### src/serial_host_pkg.sv
/*
 * Shared constants and carrier types for the serial host controller.
 * Assumes a 100 MHz system clock; all timings are counted in its cycles.
 */
package serial_host_pkg;

	localparam int DGRAM_BITS = 32;
	localparam int CLK_PERIOD_NS = 10;

	// Device clock period in ns, then figures in device clock periods
	localparam int DEV_CLK_NS = 62;
	localparam int DEV_MIN_PHASE = 3;
	localparam int DEV_PERIOD_MULT = 8;
	localparam int SAFETY_MARGIN = 2;
	// Device clocks per serial clock period: 16 MHz device to a 1 MHz serial clock
	localparam int DEV_RATE_RATIO = 16;

	// Half serial clock period in our cycles; the rate limit is stricter than 8 per bit
	localparam int HALF_BIT_NS = DEV_CLK_NS * DEV_RATE_RATIO / 2;
	localparam int HALF_BIT_CYC = (HALF_BIT_NS + CLK_PERIOD_NS - 1) / CLK_PERIOD_NS;
	// Guard times around select, rounded up with a margin
	localparam int GUARD_NS = DEV_CLK_NS * (DEV_MIN_PHASE + SAFETY_MARGIN);
	localparam int GUARD_CYC = (GUARD_NS + CLK_PERIOD_NS - 1) / CLK_PERIOD_NS;
	localparam int CNT_W = 8;

	// Register port map
	localparam logic [3:0] ADDR_CTRL = 4'h0;
	localparam logic [3:0] ADDR_REQ = 4'h1;
	localparam logic [3:0] ADDR_REPLY = 4'h2;
	localparam logic [3:0] ADDR_STATUS = 4'h3;
	localparam logic [3:0] ADDR_IRQ = 4'h4;

	// Request layout
	localparam int REQ_SPACE_POS = 31;
	localparam int REQ_ADDR_HI = 30;
	localparam int REQ_ADDR_LO = 25;
	localparam int REQ_RW_POS = 24;
	localparam int DATA_W = 24;

	// Reply status layout
	localparam int RPL_IRQ_POS = 31;
	localparam int RPL_RIGHT_POS = 29;
	localparam int RPL_AUX_POS = 27;
	localparam int RPL_LEFT_POS = 25;
	localparam int RPL_TARGET_POS = 24;

	localparam logic [31:0] REPLY_RESET = 32'h0000_0000;

	typedef struct packed {
		logic memory_space_select;
		logic [5:0] addr;
		logic read_not_write;
		logic [DATA_W-1:0] data;
	} request_s;

	typedef struct packed {
		logic irq_active;
		logic rsvd30;
		logic right_switch;
		logic rsvd28;
		logic aux_input;
		logic rsvd26;
		logic left_switch;
		logic target_reached;
		logic [DATA_W-1:0] read_data;
	} reply_s;

	typedef enum logic [2:0] {
		ST_IDLE = 3'b000,
		ST_SETUP = 3'b001,
		ST_LEAD = 3'b010,
		ST_LOW = 3'b011,
		ST_HIGH = 3'b100,
		ST_TAIL = 3'b101,
		ST_GAP = 3'b110
	} link_state_e;

endpackage : serial_host_pkg

### src/pin_sync.sv
/*
 * Three-stage synchroniser for one pin; a change counts once stages two and
 * three agree. Assumes the pin is asynchronous to clk_sys_i.
 */
`timescale 1ns/1ns
module pin_sync #(
	parameter logic RESET_LEVEL = 1'b1
) (
	input wire logic clk_sys_i,
	input wire logic rstn_i,
	input wire logic pin_i,
	output logic level_o
);

	logic stage1;
	logic stage2;
	logic stage3;
	wire logic agree = (stage2 == stage3);

	always_ff @(posedge clk_sys_i or negedge rstn_i)
	begin
		if (!rstn_i)
		begin
			stage1 <= RESET_LEVEL;
			stage2 <= RESET_LEVEL;
			stage3 <= RESET_LEVEL;
			level_o <= RESET_LEVEL;
		end
		else
		begin
			stage1 <= pin_i;
			stage2 <= stage1;
			stage3 <= stage2;
			if (agree)
				level_o <= stage3;
		end
	end

endmodule : pin_sync

### src/tick_divider.sv
/*
 * Enable pulse generator: one-cycle pulse every LENGTH cycles while run_i.
 * Assumes a single clock; restart_i realigns the phase.
 */
`timescale 1ns/1ns
module tick_divider #(
	parameter int LENGTH = 25,
	parameter int W = 8
) (
	input wire logic clk_sys_i,
	input wire logic rstn_i,
	input wire logic run_i,
	input wire logic restart_i,
	output logic tick_o
);

	logic [W-1:0] count;
	wire logic at_end = (count == W'(LENGTH - 1));
	wire logic [W-1:0] next_count = at_end ? '0 : count + W'(1);

	always_ff @(posedge clk_sys_i or negedge rstn_i)
	begin
		if (!rstn_i)
			count <= '0;
		else if (restart_i || !run_i)
			count <= '0;
		else
			count <= next_count;
	end

	assign tick_o = run_i && !restart_i && at_end;

endmodule : tick_divider

### src/serial_host_ctrl.sv
/*
 * Host-side controller for the motion controller's four-wire serial port.
 * Software writes a request word and starts a 32-bit exchange; the reply
 * and the idle-time interrupt level are readable. Assumes a 100 MHz clock
 * and a device clock no slower than the one set in the package.
 */
// The implementer's own choices: the address map and the plain strobed port.
`timescale 1ns/1ns
module serial_host_ctrl #(
	parameter int HALF_CYC = serial_host_pkg::HALF_BIT_CYC,
	parameter int GUARD_CYCLES = serial_host_pkg::GUARD_CYC
) (
	input wire logic clk_sys_i,
	input wire logic rstn_i,
	input wire logic [3:0] addr_i,
	input wire logic [31:0] wdata_i,
	input wire logic wr_i,
	input wire logic rd_i,
	output logic [31:0] rdata_o,
	output logic host_select_n_o,
	output logic host_sclk_o,
	output logic host_serial_out_o,
	input wire logic serial_out_irq_pin_i,
	output logic busy_o,
	output logic irq_active_o
);

	localparam int W = serial_host_pkg::CNT_W;

	serial_host_pkg::link_state_e state;
	serial_host_pkg::link_state_e next_state;
	serial_host_pkg::request_s request;
	serial_host_pkg::reply_s reply;
	logic [31:0] shift_out;
	logic [31:0] shift_in;
	logic [5:0] bits_left;
	logic done_flag;
	logic pin_level;
	logic [W-1:0] guard_count;

	// Pin from the device is asynchronous to us
	pin_sync #(
		.RESET_LEVEL(1'b1)
	) u_sync (
		.clk_sys_i(clk_sys_i),
		.rstn_i(rstn_i),
		.pin_i(serial_out_irq_pin_i),
		.level_o(pin_level)
	);

	wire logic in_phase = (state == serial_host_pkg::ST_LOW) ||
		(state == serial_host_pkg::ST_HIGH);
	wire logic restart_tick = (state != next_state);
	logic half_tick;

	// Half period of 8 device clocks keeps the rate cap and the 3-clock minimum
	tick_divider #(
		.LENGTH(HALF_CYC),
		.W(W)
	) u_half (
		.clk_sys_i(clk_sys_i),
		.rstn_i(rstn_i),
		.run_i(in_phase),
		.restart_i(1'b0),
		.tick_o(half_tick)
	);

	wire logic guard_done = (guard_count == W'(GUARD_CYCLES - 1));
	wire logic reg_wr_ctrl = wr_i && (addr_i == serial_host_pkg::ADDR_CTRL);
	wire logic reg_wr_req = wr_i && (addr_i == serial_host_pkg::ADDR_REQ);
	wire logic start_req = reg_wr_ctrl && wdata_i[0] && (state == serial_host_pkg::ST_IDLE);
	wire logic last_bit = (bits_left == 6'd1);

	always_comb
	begin
		next_state = state;
		unique case (state)
			serial_host_pkg::ST_IDLE:
				if (start_req)
					next_state = serial_host_pkg::ST_SETUP;
			serial_host_pkg::ST_SETUP:
				if (guard_done)
					next_state = serial_host_pkg::ST_LEAD;
			serial_host_pkg::ST_LEAD:
				if (guard_done)
					next_state = serial_host_pkg::ST_LOW;
			serial_host_pkg::ST_LOW:
				if (half_tick)
					next_state = serial_host_pkg::ST_HIGH;
			serial_host_pkg::ST_HIGH:
				if (half_tick)
					next_state = last_bit ? serial_host_pkg::ST_TAIL : serial_host_pkg::ST_LOW;
			serial_host_pkg::ST_TAIL:
				if (guard_done)
					next_state = serial_host_pkg::ST_GAP;
			serial_host_pkg::ST_GAP:
				if (guard_done)
					next_state = serial_host_pkg::ST_IDLE;
			default:
				next_state = serial_host_pkg::ST_IDLE;
		endcase
	end

	wire logic guarded = (state == serial_host_pkg::ST_SETUP) ||
		(state == serial_host_pkg::ST_LEAD) || (state == serial_host_pkg::ST_TAIL) ||
		(state == serial_host_pkg::ST_GAP);
	wire logic [W-1:0] next_guard = (restart_tick || !guarded) ? '0 : guard_count + W'(1);

	// Reply sampled late in the high phase, well after the 3.5-clock valid time
	wire logic sample_now = (state == serial_host_pkg::ST_HIGH) && half_tick;

	// Reads ignore the data field, so send zeros there
	wire logic [31:0] req_word = wdata_i[serial_host_pkg::REQ_RW_POS] ?
		{wdata_i[31:serial_host_pkg::DATA_W], {serial_host_pkg::DATA_W{1'b0}}} :
		wdata_i;

	always_ff @(posedge clk_sys_i or negedge rstn_i)
	begin
		if (!rstn_i)
		begin
			state <= serial_host_pkg::ST_IDLE;
			guard_count <= '0;
		end
		else
		begin
			state <= next_state;
			guard_count <= next_guard;
		end
	end

	always_ff @(posedge clk_sys_i or negedge rstn_i)
	begin
		if (!rstn_i)
			request <= '0;
		else if (reg_wr_req && state == serial_host_pkg::ST_IDLE)
			request <= req_word;
	end

	always_ff @(posedge clk_sys_i or negedge rstn_i)
	begin
		if (!rstn_i)
		begin
			shift_out <= '0;
			shift_in <= '0;
			bits_left <= '0;
		end
		else if (start_req)
		begin
			shift_out <= request;
			bits_left <= 6'(serial_host_pkg::DGRAM_BITS);
		end
		else if (sample_now)
		begin
			shift_in <= {shift_in[30:0], pin_level};
			bits_left <= bits_left - 6'd1;
			// Next bit moves as the clock falls; last bit held until select rises
			if (!last_bit)
				shift_out <= {shift_out[30:0], 1'b0};
		end
	end

	// Reply latched as the transfer closes; set wins over software clear
	wire logic reply_done = (state == serial_host_pkg::ST_TAIL) && restart_tick;
	wire logic clear_done = rd_i && (addr_i == serial_host_pkg::ADDR_REPLY);

	always_ff @(posedge clk_sys_i or negedge rstn_i)
	begin
		if (!rstn_i)
		begin
			reply <= serial_host_pkg::REPLY_RESET;
			done_flag <= 1'b0;
		end
		else if (reply_done)
		begin
			reply <= shift_in;
			done_flag <= 1'b1;
		end
		else if (clear_done)
			done_flag <= 1'b0;
	end

	logic [31:0] next_rdata;
	always_comb
	begin
		unique case (addr_i)
			serial_host_pkg::ADDR_REQ: next_rdata = request;
			serial_host_pkg::ADDR_REPLY: next_rdata = reply;
			serial_host_pkg::ADDR_STATUS: next_rdata = {30'h0, done_flag, busy_o};
			serial_host_pkg::ADDR_IRQ: next_rdata = {31'h0, irq_active_o};
			default: next_rdata = 32'h0000_0000;
		endcase
	end

	always_ff @(posedge clk_sys_i or negedge rstn_i)
	begin
		if (!rstn_i)
			rdata_o <= '0;
		else if (rd_i)
			rdata_o <= next_rdata;
		else
			rdata_o <= '0;
	end

	// Idle: select and clock both high; clock rises before select at the end
	always_ff @(posedge clk_sys_i or negedge rstn_i)
	begin
		if (!rstn_i)
		begin
			host_select_n_o <= 1'b1;
			host_sclk_o <= 1'b1;
			host_serial_out_o <= 1'b0;
			irq_active_o <= 1'b0;
		end
		else
		begin
			host_select_n_o <= (next_state == serial_host_pkg::ST_IDLE) ||
				(next_state == serial_host_pkg::ST_SETUP) ||
				(next_state == serial_host_pkg::ST_GAP);
			host_sclk_o <= (next_state != serial_host_pkg::ST_LOW);
			host_serial_out_o <= shift_out[31];
			// Pin carries inverted interrupt only while deselected
			if (host_select_n_o && state == serial_host_pkg::ST_IDLE)
				irq_active_o <= !pin_level;
		end
	end

	assign busy_o = (state != serial_host_pkg::ST_IDLE);

endmodule : serial_host_ctrl

### config.mk
export PLATFORM = sky130hd
export DESIGN_NAME = serial_host_ctrl
export DESIGN_NICKNAME = d
export VERILOG_FILES = /design/src/serial_host_pkg.sv /design/src/pin_sync.sv /design/src/tick_divider.sv /design/src/serial_host_ctrl.sv
export SDC_FILE = /design/constraint.sdc
export NUM_CORES = 1
export LEC_CHECK = 0
export ABC_AREA = 0
export ABC_CLOCK_PERIOD_IN_PS = 6000
export BUFFER_PORTS_ARGS = -buffer_cell sky130_fd_sc_hd__buf_2
export CAP_MARGIN = 40
export CORE_MARGIN = 3
export CORE_UTILIZATION = 61
export CTS_CLUSTER_DIAMETER = 40
export CTS_CLUSTER_SIZE = 12
export DETAILED_ROUTE_END_ITERATION = 10
export GPL_TIMING_DRIVEN = 0
export PLACE_DENSITY = 0.9
export REMOVE_ABC_BUFFERS = 1
export SYNTH_ARGS = -nofsm -noshare
export SYNTH_HDL_FRONTEND = slang
export SYNTH_HIERARCHICAL = 1
export SYNTH_SLANG_ARGS = --single-unit
export TNS_END_PERCENT = 5
### constraint.sdc
create_clock -name clk_sys_i -period 6 [get_ports clk_sys_i]
set_input_delay 0.6 -clock clk_sys_i [delete_from_list [all_inputs] [get_ports clk_sys_i]]
set_output_delay 0.6 -clock clk_sys_i [all_outputs]
set_load 0.03 [all_outputs]
* Word-level counts from Yosys, hierarchy flattened
Index checks and enable logic that the tools add are counted.
** Operators by class
- Add/sub/neg operators :: 3
- Equal/unequal tests :: 19
- Multiplexer cells :: 22
- Bitwise gates (word level) :: 1
- Reduce and logical (&&, ||, !) cells :: 27
** Operators by type and width (count)
- 32-bit 2-to-1 mux :: 4
- 32-bit case mux with 4 select lines :: 1
- 25-bit 2-to-1 mux :: 1
- 3-bit 2-to-1 mux :: 8
- 8-bit 2-to-1 mux :: 3
- 3-bit case mux with 7 select lines :: 1
- 8-bit by 1-bit adder with 8-bit output, second input constant :: 2
- 3-bit == test, second input constant :: 4
- 6-bit 2-to-1 mux :: 2
- 1-bit logical AND :: 10
- 4-bit by 2-bit == test with 1-bit output, second input constant :: 2
- 8-bit by 5-bit == test with 1-bit output, second input constant :: 1
- 8-bit by 6-bit == test with 1-bit output, second input constant :: 1
- 1-bit logical OR :: 7
- 3-bit by 1-bit == test with 1-bit output, second input constant :: 2
- 3-bit by 2-bit == test with 1-bit output, second input constant :: 2
- 6-bit by 1-bit == test with 1-bit output, second input constant :: 1
- 3-bit zero test :: 2
- 6-bit by 1-bit subtractor with 6-bit output, second input constant :: 1
- 4-bit by 1-bit == test with 1-bit output, second input constant :: 1
- 4-bit by 3-bit == test with 1-bit output, second input constant :: 1
- 4-bit zero test :: 1
- 2-bit AND reduction :: 2
- 2-bit nonzero test :: 2
- 8 further kinds :: 10
** Storage, ports and cells
- Flip-flop bits (word level) :: 194
- Input bits :: 41
- Output and inout port bits :: 37
- Logic and storage cells :: 101

* Longest topological paths before layout
Gate-level depths: netlist (run 1).
- Depth after elaboration :: 9
- Gate-level depth with buffers :: 12
- Mapped depth without buffers :: 11

* Modules after synthesis
The synthesis (run 1) kept the hierarchy.
** By module, submodules not included
- serial_host_ctrl :: instances 1, cells each 726, area an instance 7757.4 µm², seq. area each 4556.9 µm²
- tick_divider :: instances 1, cells each 40, area an instance 416.6 µm², seq. area each 200.2 µm²
- pin_sync :: instances 1, cells each 5, area an instance 116.4 µm², seq. area each 105.1 µm²

* Worst setup path after synthesis (run 1)
OpenSTA, ideal clock, no wires.
- Path type :: register to register
- Start :: register u_half.count[1]
- End :: register reply[0] (netlist name)
- Library setup time :: 0.125 ns
- Data arrival time :: 3.170 ns
- Data required time :: 5.875 ns
- Setup slack :: 2.705 ns
- Cell stages (with the launch flop) :: 13
- Path buffers :: 1
- Period minus slack after synthesis :: 3.295 ns
- Cells stage by stage :: dfrtp_1 > inv_1 > ha_1 > or3b_4 > or4_1 > nor2_1 > nand3_1 > a21oi_1 > a21oi_1 > o22a_2 > a21oi_4 > buf_6 > mux2_4
** Between the ends
- Longest elaborated chain between the ends :: 6
- Elaborated cells between the ends (all ways) :: 7
- Those cells by class :: eq/ne: 2; mux: 3; reduce/logical: 2
** Ends and longest elaborated chain
- start, declared :: RTL line tick_divider.sv:17 : logic [W-1:0] count;
- start signal, assigned :: RTL line tick_divider.sv:28 : count <= next_count;
- 8-bit by 6-bit == test with 1-bit output * :: RTL line tick_divider.sv:18 : wire logic at_end = (count == W'(LENGTH - 1));
- 1-bit logical AND * :: RTL line tick_divider.sv:31 : assign tick_o = run_i && !restart_i && at_end;
- named net half_tick :: RTL line serial_host_ctrl.sv:54 : logic half_tick;
- 3-bit 2-to-1 mux, on equally long branches :: RTL line serial_host_ctrl.sv:91, serial_host_ctrl.sv:88
- 3-bit case mux with 7 select lines * :: RTL line serial_host_ctrl.sv:77 : unique case (state)
- 3-bit inequality test * :: RTL line serial_host_ctrl.sv:53 : wire logic restart_tick = (state != next_state);
- 1-bit logical AND * :: RTL line serial_host_ctrl.sv:163 : wire logic reply_done = (state == serial_host_pkg::ST_TAIL) && restart_tick;
- end signal, assigned :: RTL line serial_host_ctrl.sv:170 : reply <= serial_host_pkg::REPLY_RESET;
- end signal, assigned :: RTL line serial_host_ctrl.sv:175 : reply <= shift_in;
- end, declared :: RTL line serial_host_ctrl.sv:33 : serial_host_pkg::reply_s reply;
Mark *: on every way through the listed nets, which the timed path passes. The rest lies on a longest branch.
A chain may end at the register's enable or synchronous reset.

* Worst setup path in the final report (run 1)
- Start :: register u_half.count[1]
- End :: register reply[23] (netlist name)
The elaborated chain is that of the path after synthesis.

==> results of run 1 <==
## power by group through the flow
| stage | Sequential [W] | Combinational, W | Clock (W) |
|---|---|---|---|
| 6_report | 0.00131 | 0.0000667 | 0.00111 |
| 2_1_floorplan | 0.00134 | 0.0000125 | 0 |
| 5_1_grt | 0.00131 | 0.0000748 | 0.00118 |
| 3_3_place_gp | 0.00134 | 0.0000592 | 0 |
| 3_5_place_dp | 0.00134 | 0.0000679 | 0 |
| 4_1_cts | 0.00131 | 0.0000683 | 0.00112 |
## metrics by stage
step	util, %	instance area [um^2]	hold slack, ns	std cells
floorplan	-	8110	0.3044	731
global placement	67.38	8711	0.3534	980
detailed placement	69.65	9004	0.3504	996
CTS	74.15	9585	0.2323	1028
global route	74.15	9585	0.2474	1028
finish	74.15	9585	0.1976	1028
## sequential cells by signal, summed over array words and instances, names as in the netlist, 3 cells and up
register / cells
bits_left: 6
guard_count: 8
rdata_o: 32
reply: 32
request: 32
shift_in: 32
shift_out: 32
state: 3
u_half/count: 8
## per-layer routing
metal  GRT usage, %  wire (um)  vias to the layer above
met5              0         13                        -
met3          6.359       1198                       39
met4          10.43        410                        2
met2          42.67       9196                      221
met1          32.36       7390                     2986
li1               -          -                     2725
## cell usage after synthesis, drive strengths merged (4+ instances only)
master,instances
nand2,209
dfrtp,188
or3,6
buf,9
inv,11
a22oi,30
clkbuf,32
dfstp,6
a21oi,13
mux2i,31
xnor2,7
nor2,58
nor2b,4
xor2,7
o21ai,37
and3,5
ha,10
nand3,9
nand3b,28
mux2,34
## worst max-delay path by stage
stage,startpoint,endpoint,slack (ns),depth (start not counted)
detailed placement,u_half/count[1],reply[25],0.76,13
global route,state[1],reply[25],0.52,13
floorplan,u_half/count[1],reply[23],-0.53,11
CTS,u_half/count[1],reply[23],0.75,13
finish,u_half/count[1],reply[23],0.77,13
global placement,addr_i[1],request[28],-2.53,5
## critical path, stage by stage, from the launching register on
cell and delay [ns]:
dfrtp_1 0.41, inv_1 0.07, ha_1 0.12, or3b_4 0.39, or4_1 0.40, nor2_1 0.30, nand3_1 0.63, a21oi_4 0.93
buf_16 0.26, a21oi_1 0.06, o22a_2 0.24, a21oi_4 0.64, buf_12 0.28, mux2_2 0.35
## cell type report
type | count | area (um^2)
Tap cell | 172 | 215.2
Inverter | 11 | 41.29
Sequential cell | 194 | 4862
Timing Repair Buffer | 93 | 648.1
Multi-Input combinational cell | 526 | 3237
Fill cell | 833 | 3342
Clock buffer | 22 | 474.2
Clock inverter | 10 | 107.6
## logic make-up after synthesis
family | count (synthesis) | share of synthesized area (%)
AND/OR/NAND/NOR | 338 | 18.16
flip-flops | 194 | 58.65
AO/OA/AOI/OAI | 96 | 7.637
multiplexers | 65 | 9.674
buffers and inverters | 52 | 2.717
XOR/XNOR | 14 | 1.479
adder cells (fa/ha/maj) | 11 | 1.645
other | 1 | 0.04523
==> results.sh, run 1 <==
export IMPL_synth_area_leaders="dfrtp_1 (57%), nand2_1 (9.5%), mux2_4 (5.3%)"
export IMPL_setup_ws_ns=0.7744
export IMPL_hold_violations=0
export IMPL_ff2ff_setup_slack_ns=0.77
export IMPL_status="completed"
export IMPL_synth_area_um2=8290
export IMPL_netlist_area_leader_share_pct=56.75
export IMPL_place_ws_ns=0.7564
export IMPL_yosysSeqAreaShare_pct=58.65
export IMPL_clkPwrFrac_pct=44.7
export IMPL_switching_power_w=0.0005188
export IMPL_maxCapViolCount=0
export IMPL_syn_instance_count=771
export IMPL_core_um2=12930
export IMPL_antenna_found_initial=1
export IMPL_worstPathRequired_ns=6.32
export IMPL_synthToLayoutAreaGrowth_pct=15.62
export IMPL_ir_worst_vdd_mv=0.2076
export IMPL_most_common_layout_cells="nand2_1 (209), dfrtp_1 (188), buf_2 (76)"
export IMPL_reg2reg_depth=13
export IMPL_fin_nets=894
export IMPL_slew_headroom_pct=42.26
export IMPL_rsz0062_at_grt="false"
export IMPL_clock_latency_ns=0.44
export IMPL_fp_row_count=41
export IMPL_hold_path_class="input port to async pin"
export IMPL_final_common_cell="nand2_1"
export IMPL_avgSynthCellArea_um2=10.75
export IMPL_seq_power_share_pct=52.7
export IMPL_clock_fmax_mhz=191.4
export IMPL_setup_viol=0
export IMPL_grt_usage_pct=25.63
export IMPL_grt_pass1_wl_um=29590
export IMPL_rr_endpoint="reply[23]"
export IMPL_internal_power_w=0.001976
export IMPL_cts_root_buffer="clkbuf_16"
export IMPL_cts_tree="done"
export IMPL_clk_pin_slew_ns=0.07
export IMPL_p_comb_share_pct=2.7
export IMPL_ant_nets=0
export IMPL_ys_warn_count=6
export IMPL_grt_ovfl_total=0
export IMPL_die_h_um=122.6
export IMPL_drt_initial_drc_count=488
export IMPL_dp_hpwl_um=11930
export IMPL_cts_sinks=194
export IMPL_avgViaCountPerCell=5.810
export IMPL_crit_arrival_ns=5.54
export IMPL_post_route_min_period_ns=5.226
export IMPL_die_area_um2=15030
export IMPL_max_slew_worst_pin_slew_ns=0.8642
export IMPL_drive_above_1_share_pct=20.91
export IMPL_endpoint_kind="flip-flop"
export IMPL_dr_pass1_iters=5
export IMPL_timing_rr_start="u_half/count[1]"
export IMPL_synth_flop_cell="dfrtp_1"
export IMPL_p_total_w=0.002495
export IMPL_ctsResizeCount=0
export IMPL_netlist_cell_type_count=51
export IMPL_clock_skew_ns=0.01000
export IMPL_cts_buffer_depth=2
export IMPL_wl_um=18210
export IMPL_crit_fanout=19
export IMPL_tns_ns=0
export IMPL_gp_congestion=0.8752
export IMPL_die_w_um=122.6
export IMPL_async_flop_share_pct=100.0
export IMPL_synth_edf_count=0
export IMPL_diodes=0
export IMPL_drc=0
export IMPL_io_buffers=77
export IMPL_synth_area_leader_cell="dfrtp_1"
export IMPL_cts_made_buffers=17
export IMPL_h_tree_depth=4
export IMPL_hold_buffers=0
export IMPL_grt_max_degree=105
export IMPL_boundaryPins=78
export IMPL_critPathKind="flip-flop to flip-flop"
export IMPL_routedWlPerCell_um=17.71
export IMPL_swShare_pct=20.79
export IMPL_leakage_nw=4.697
export IMPL_maxSlewViolCount=0
export IMPL_post_cts_repair_setup_buffers=0
export IMPL_route_vias_total=5973
export IMPL_post_route_period_util_pct=87.09
export IMPL_power_density_nw_per_um2=260.3
export IMPL_initial_utilization_pct=64.13
export IMPL_critPathLaunchType="flip-flop"
export IMPL_grt_pass1_vias=6013
export IMPL_synth_seq_cells=194
Note: power is estimated with default switching activity, not from simulation.
==> inputs of run 2 (changes only) <==
Settings changed: CORE_UTILIZATION 61 to 51, PLACE_DENSITY 0.9 to 0.78, SYNTH_HIERARCHICAL 1 to unset.
==> results.sh, run 2 <==
export IMPL_cts_sinks=194
export IMPL_crit_path_max_incr_delay_ns=0.68
export IMPL_crit_fanout=18
export IMPL_hold_path_class="input port to async pin"
export IMPL_dr_pass1_iters=5
export IMPL_most_common_layout_cells="nand2_1 (215), dfrtp_1 (188), buf_2 (76)"
export IMPL_setup_ws_ns=2.163
export IMPL_place_ws_ns=2.210
export IMPL_critical_path_buf_inv_count=3
export IMPL_async_flop_share_pct=100.0
export IMPL_critPathKind="flip-flop to flip-flop"
export IMPL_yosysSeqAreaShare_pct=58.75
export IMPL_post_route_period_util_pct=63.95
export IMPL_crit_arrival_ns=4.14
export IMPL_slew_headroom_pct=36.15
export IMPL_synth_area_leaders="dfrtp_1 (57%), nand2_1 (9.8%), mux2_4 (5.3%)"
export IMPL_wl_um=17320
export IMPL_syn_instance_count=764
export IMPL_fp_row_count=45
export IMPL_die_h_um=133.4
export IMPL_fin_hold_ws_ns=0.1730
export IMPL_diodes=0
export IMPL_place_area_um2=8955
export IMPL_timing_rr_start="state[1]"
export IMPL_boundaryPins=78
export IMPL_antenna_found_initial=0
export IMPL_regArea_um2=4862
export IMPL_synth_most_common_cell="nand2_1"
export IMPL_fin_nets=887
export IMPL_multi_input_area_um2=3201
export IMPL_slowest_stage="a31oi_4"
export IMPL_grt_max_degree=111
export IMPL_route_vias_total=5726
export IMPL_post_route_min_period_ns=3.837
export IMPL_critPathLaunchType="flip-flop"
export IMPL_tns_ns=0
export IMPL_final_common_cell="nand2_1"
export IMPL_postLayoutCellArea_um2=9535
export IMPL_worstPathRequired_ns=6.31
export IMPL_max_slew_worst_pin_slew_ns=0.9535
export IMPL_io_buffers=77
export IMPL_cts_made_buffers=17
export IMPL_grt_usage_pct=20.27
export IMPL_routedWlPerCell_um=16.34
export IMPL_synthToLayoutAreaGrowth_pct=15.21
export IMPL_cts_buffer_depth=2
export IMPL_grt_pass1_wl_um=28860
export IMPL_cts_root_buffer="clkbuf_16"
export IMPL_status="completed"
export IMPL_synth_flop_cell="dfrtp_1"
export IMPL_netlist_cell_type_count=52
export IMPL_rr_endpoint="reply[11]"
export IMPL_cp_top_family="compound AO/OA/AOI/OAI gates"
export IMPL_maxSlewViolCount=0
export IMPL_netlist_area_leader_share_pct=56.84
export IMPL_synth_area_leader_cell="dfrtp_1"
export IMPL_clock_skew_ns=0.009071
export IMPL_nFillCells=1285
export IMPL_ff2ff_setup_slack_ns=2.16
export IMPL_synth_edf_count=0
export IMPL_endpoint_kind="flip-flop"
export IMPL_maxCapViolCount=0
export IMPL_gp_congestion=0.8461
export IMPL_dp_hpwl_um=11110
export IMPL_h_tree_depth=4
export IMPL_ant_nets=0
export IMPL_avgSynthCellArea_um2=10.83
export IMPL_clock_fmax_mhz=260.6
export IMPL_grt_pass1_vias=5751
export IMPL_synth_seq_cells=194
export IMPL_drc=0
export IMPL_hold_buffers=0
export IMPL_power_density_nw_per_um2=261.0
export IMPL_ctsResizeCount=0
export IMPL_grt_ovfl_total=0
export IMPL_synth_area_um2=8277
export IMPL_clk_pin_slew_ns=0.07
export IMPL_die_w_um=133.4
export IMPL_drt_initial_drc_count=344
export IMPL_rsz0062_at_grt="false"
export IMPL_ys_warn_count=0
export IMPL_path_cells="inv_1, ha_1, nor2b_4, inv_2, or4_4, a221o_1, o32a_2, a31oi_4, buf_12, mux2_4"
export IMPL_clock_latency_ns=0.42
export IMPL_hold_violations=0
export IMPL_initial_utilization_pct=53.26
export IMPL_die_area_um2=17790
export IMPL_yosys_top_cells_count="nand2_1 (215), dfrtp_1 (188), nor2_1 (51)"
export IMPL_core_um2=15540
export IMPL_leakage_nw=4.743
export IMPL_post_cts_repair_setup_buffers=0
export IMPL_ir_worst_vdd_mv=0.2118
export IMPL_reg2reg_depth=10
export IMPL_setup_viol=0
export IMPL_drive_above_1_share_pct=21.08
export IMPL_cts_tree="done"
export IMPL_avgViaCountPerCell=5.402
## run 2: cell count changes after synthesis, sizes merged, moves of 3 or more
cell	before	now
a21oi	13	6
and2	2	7
inv	11	8
nand2	209	215
nor2	58	51
or3	6	0
## run 2: logic make-up (layout without fill, tap and decap cells)
| family | after synthesis | count (layout) | share of synthesized area (%) |
|---|---|---|---|
| compound gates | 89 | 89 | 7.090 |
| xor+xnor | 16 | 16 | 1.693 |
| fa+ha+maj | 11 | 11 | 1.633 |
| buf+inv | 49 | 134 | 2.872 |
| flops | 194 | 194 | 58.75 |
| mux | 65 | 65 | 9.675 |
| simple gates | 340 | 340 | 18.29 |
## run 2: how the worst max path moves through the flow
stage / to / slack, ns / cells after the start / startpoint
floorplan: shift_out[0] / 0.1 / 6 / state[0]
finish: reply[11] / 2.16 / 10 / state[1]
global placement: shift_out[12] / -2.76 / 6 / state[1]
global route: reply[11] / 1.99 / 8 / u_half.count[2]
CTS: reply[11] / 2.19 / 10 / state[0]
detailed placement: reply[11] / 2.21 / 10 / state[0]
## run 2: final cells by class
class	instances	area share, %
sequential	194	50.99
multi-input combinational	521	33.57
inverter	8	0.3149
timing repair buffer	94	6.272
clock inverter	12	1.299
tap	211	2.769
clock buffer	20	4.789
## run 2: worst register-to-register path, stage by stage, from the launching register on
cell,delay (ns)
dfrtp_1,0.46
inv_1,0.11
ha_1,0.27
nor2b_4,0.30
inv_2,0.09
or4_4,0.56
a221o_1,0.41
o32a_2,0.23
a31oi_4,0.68
buf_12,0.28
mux2_4,0.34
## run 2: through the flow
stage	util [%]	power (W)	instances
after global routing	61.36	0.002575	1060
after detailed placement	57.62	0.001411	1028
after floorplan	-	0.001356	723
after global placement	56.10	0.001404	1011
after CTS	61.36	0.002516	1060
final	61.36	0.002489	1060
## run 2: power breakdown
part	internal (W)	switching (W)
Combinational	0.0000214	0.0000464
Clock	0.000604	0.000500
Sequential	0.00131	0.00000324
Total	0.00194	0.000550
## run 2: layer usage
layer  GRT usage, %  vias to the layer above  routed length (um)
met3          4.343                       24                 992
met1          28.11                     2826                7802
met5              0                        -                   0
met4          5.486                        0                 252
li1               -                     2710                   -
met2          32.76                      166                8271
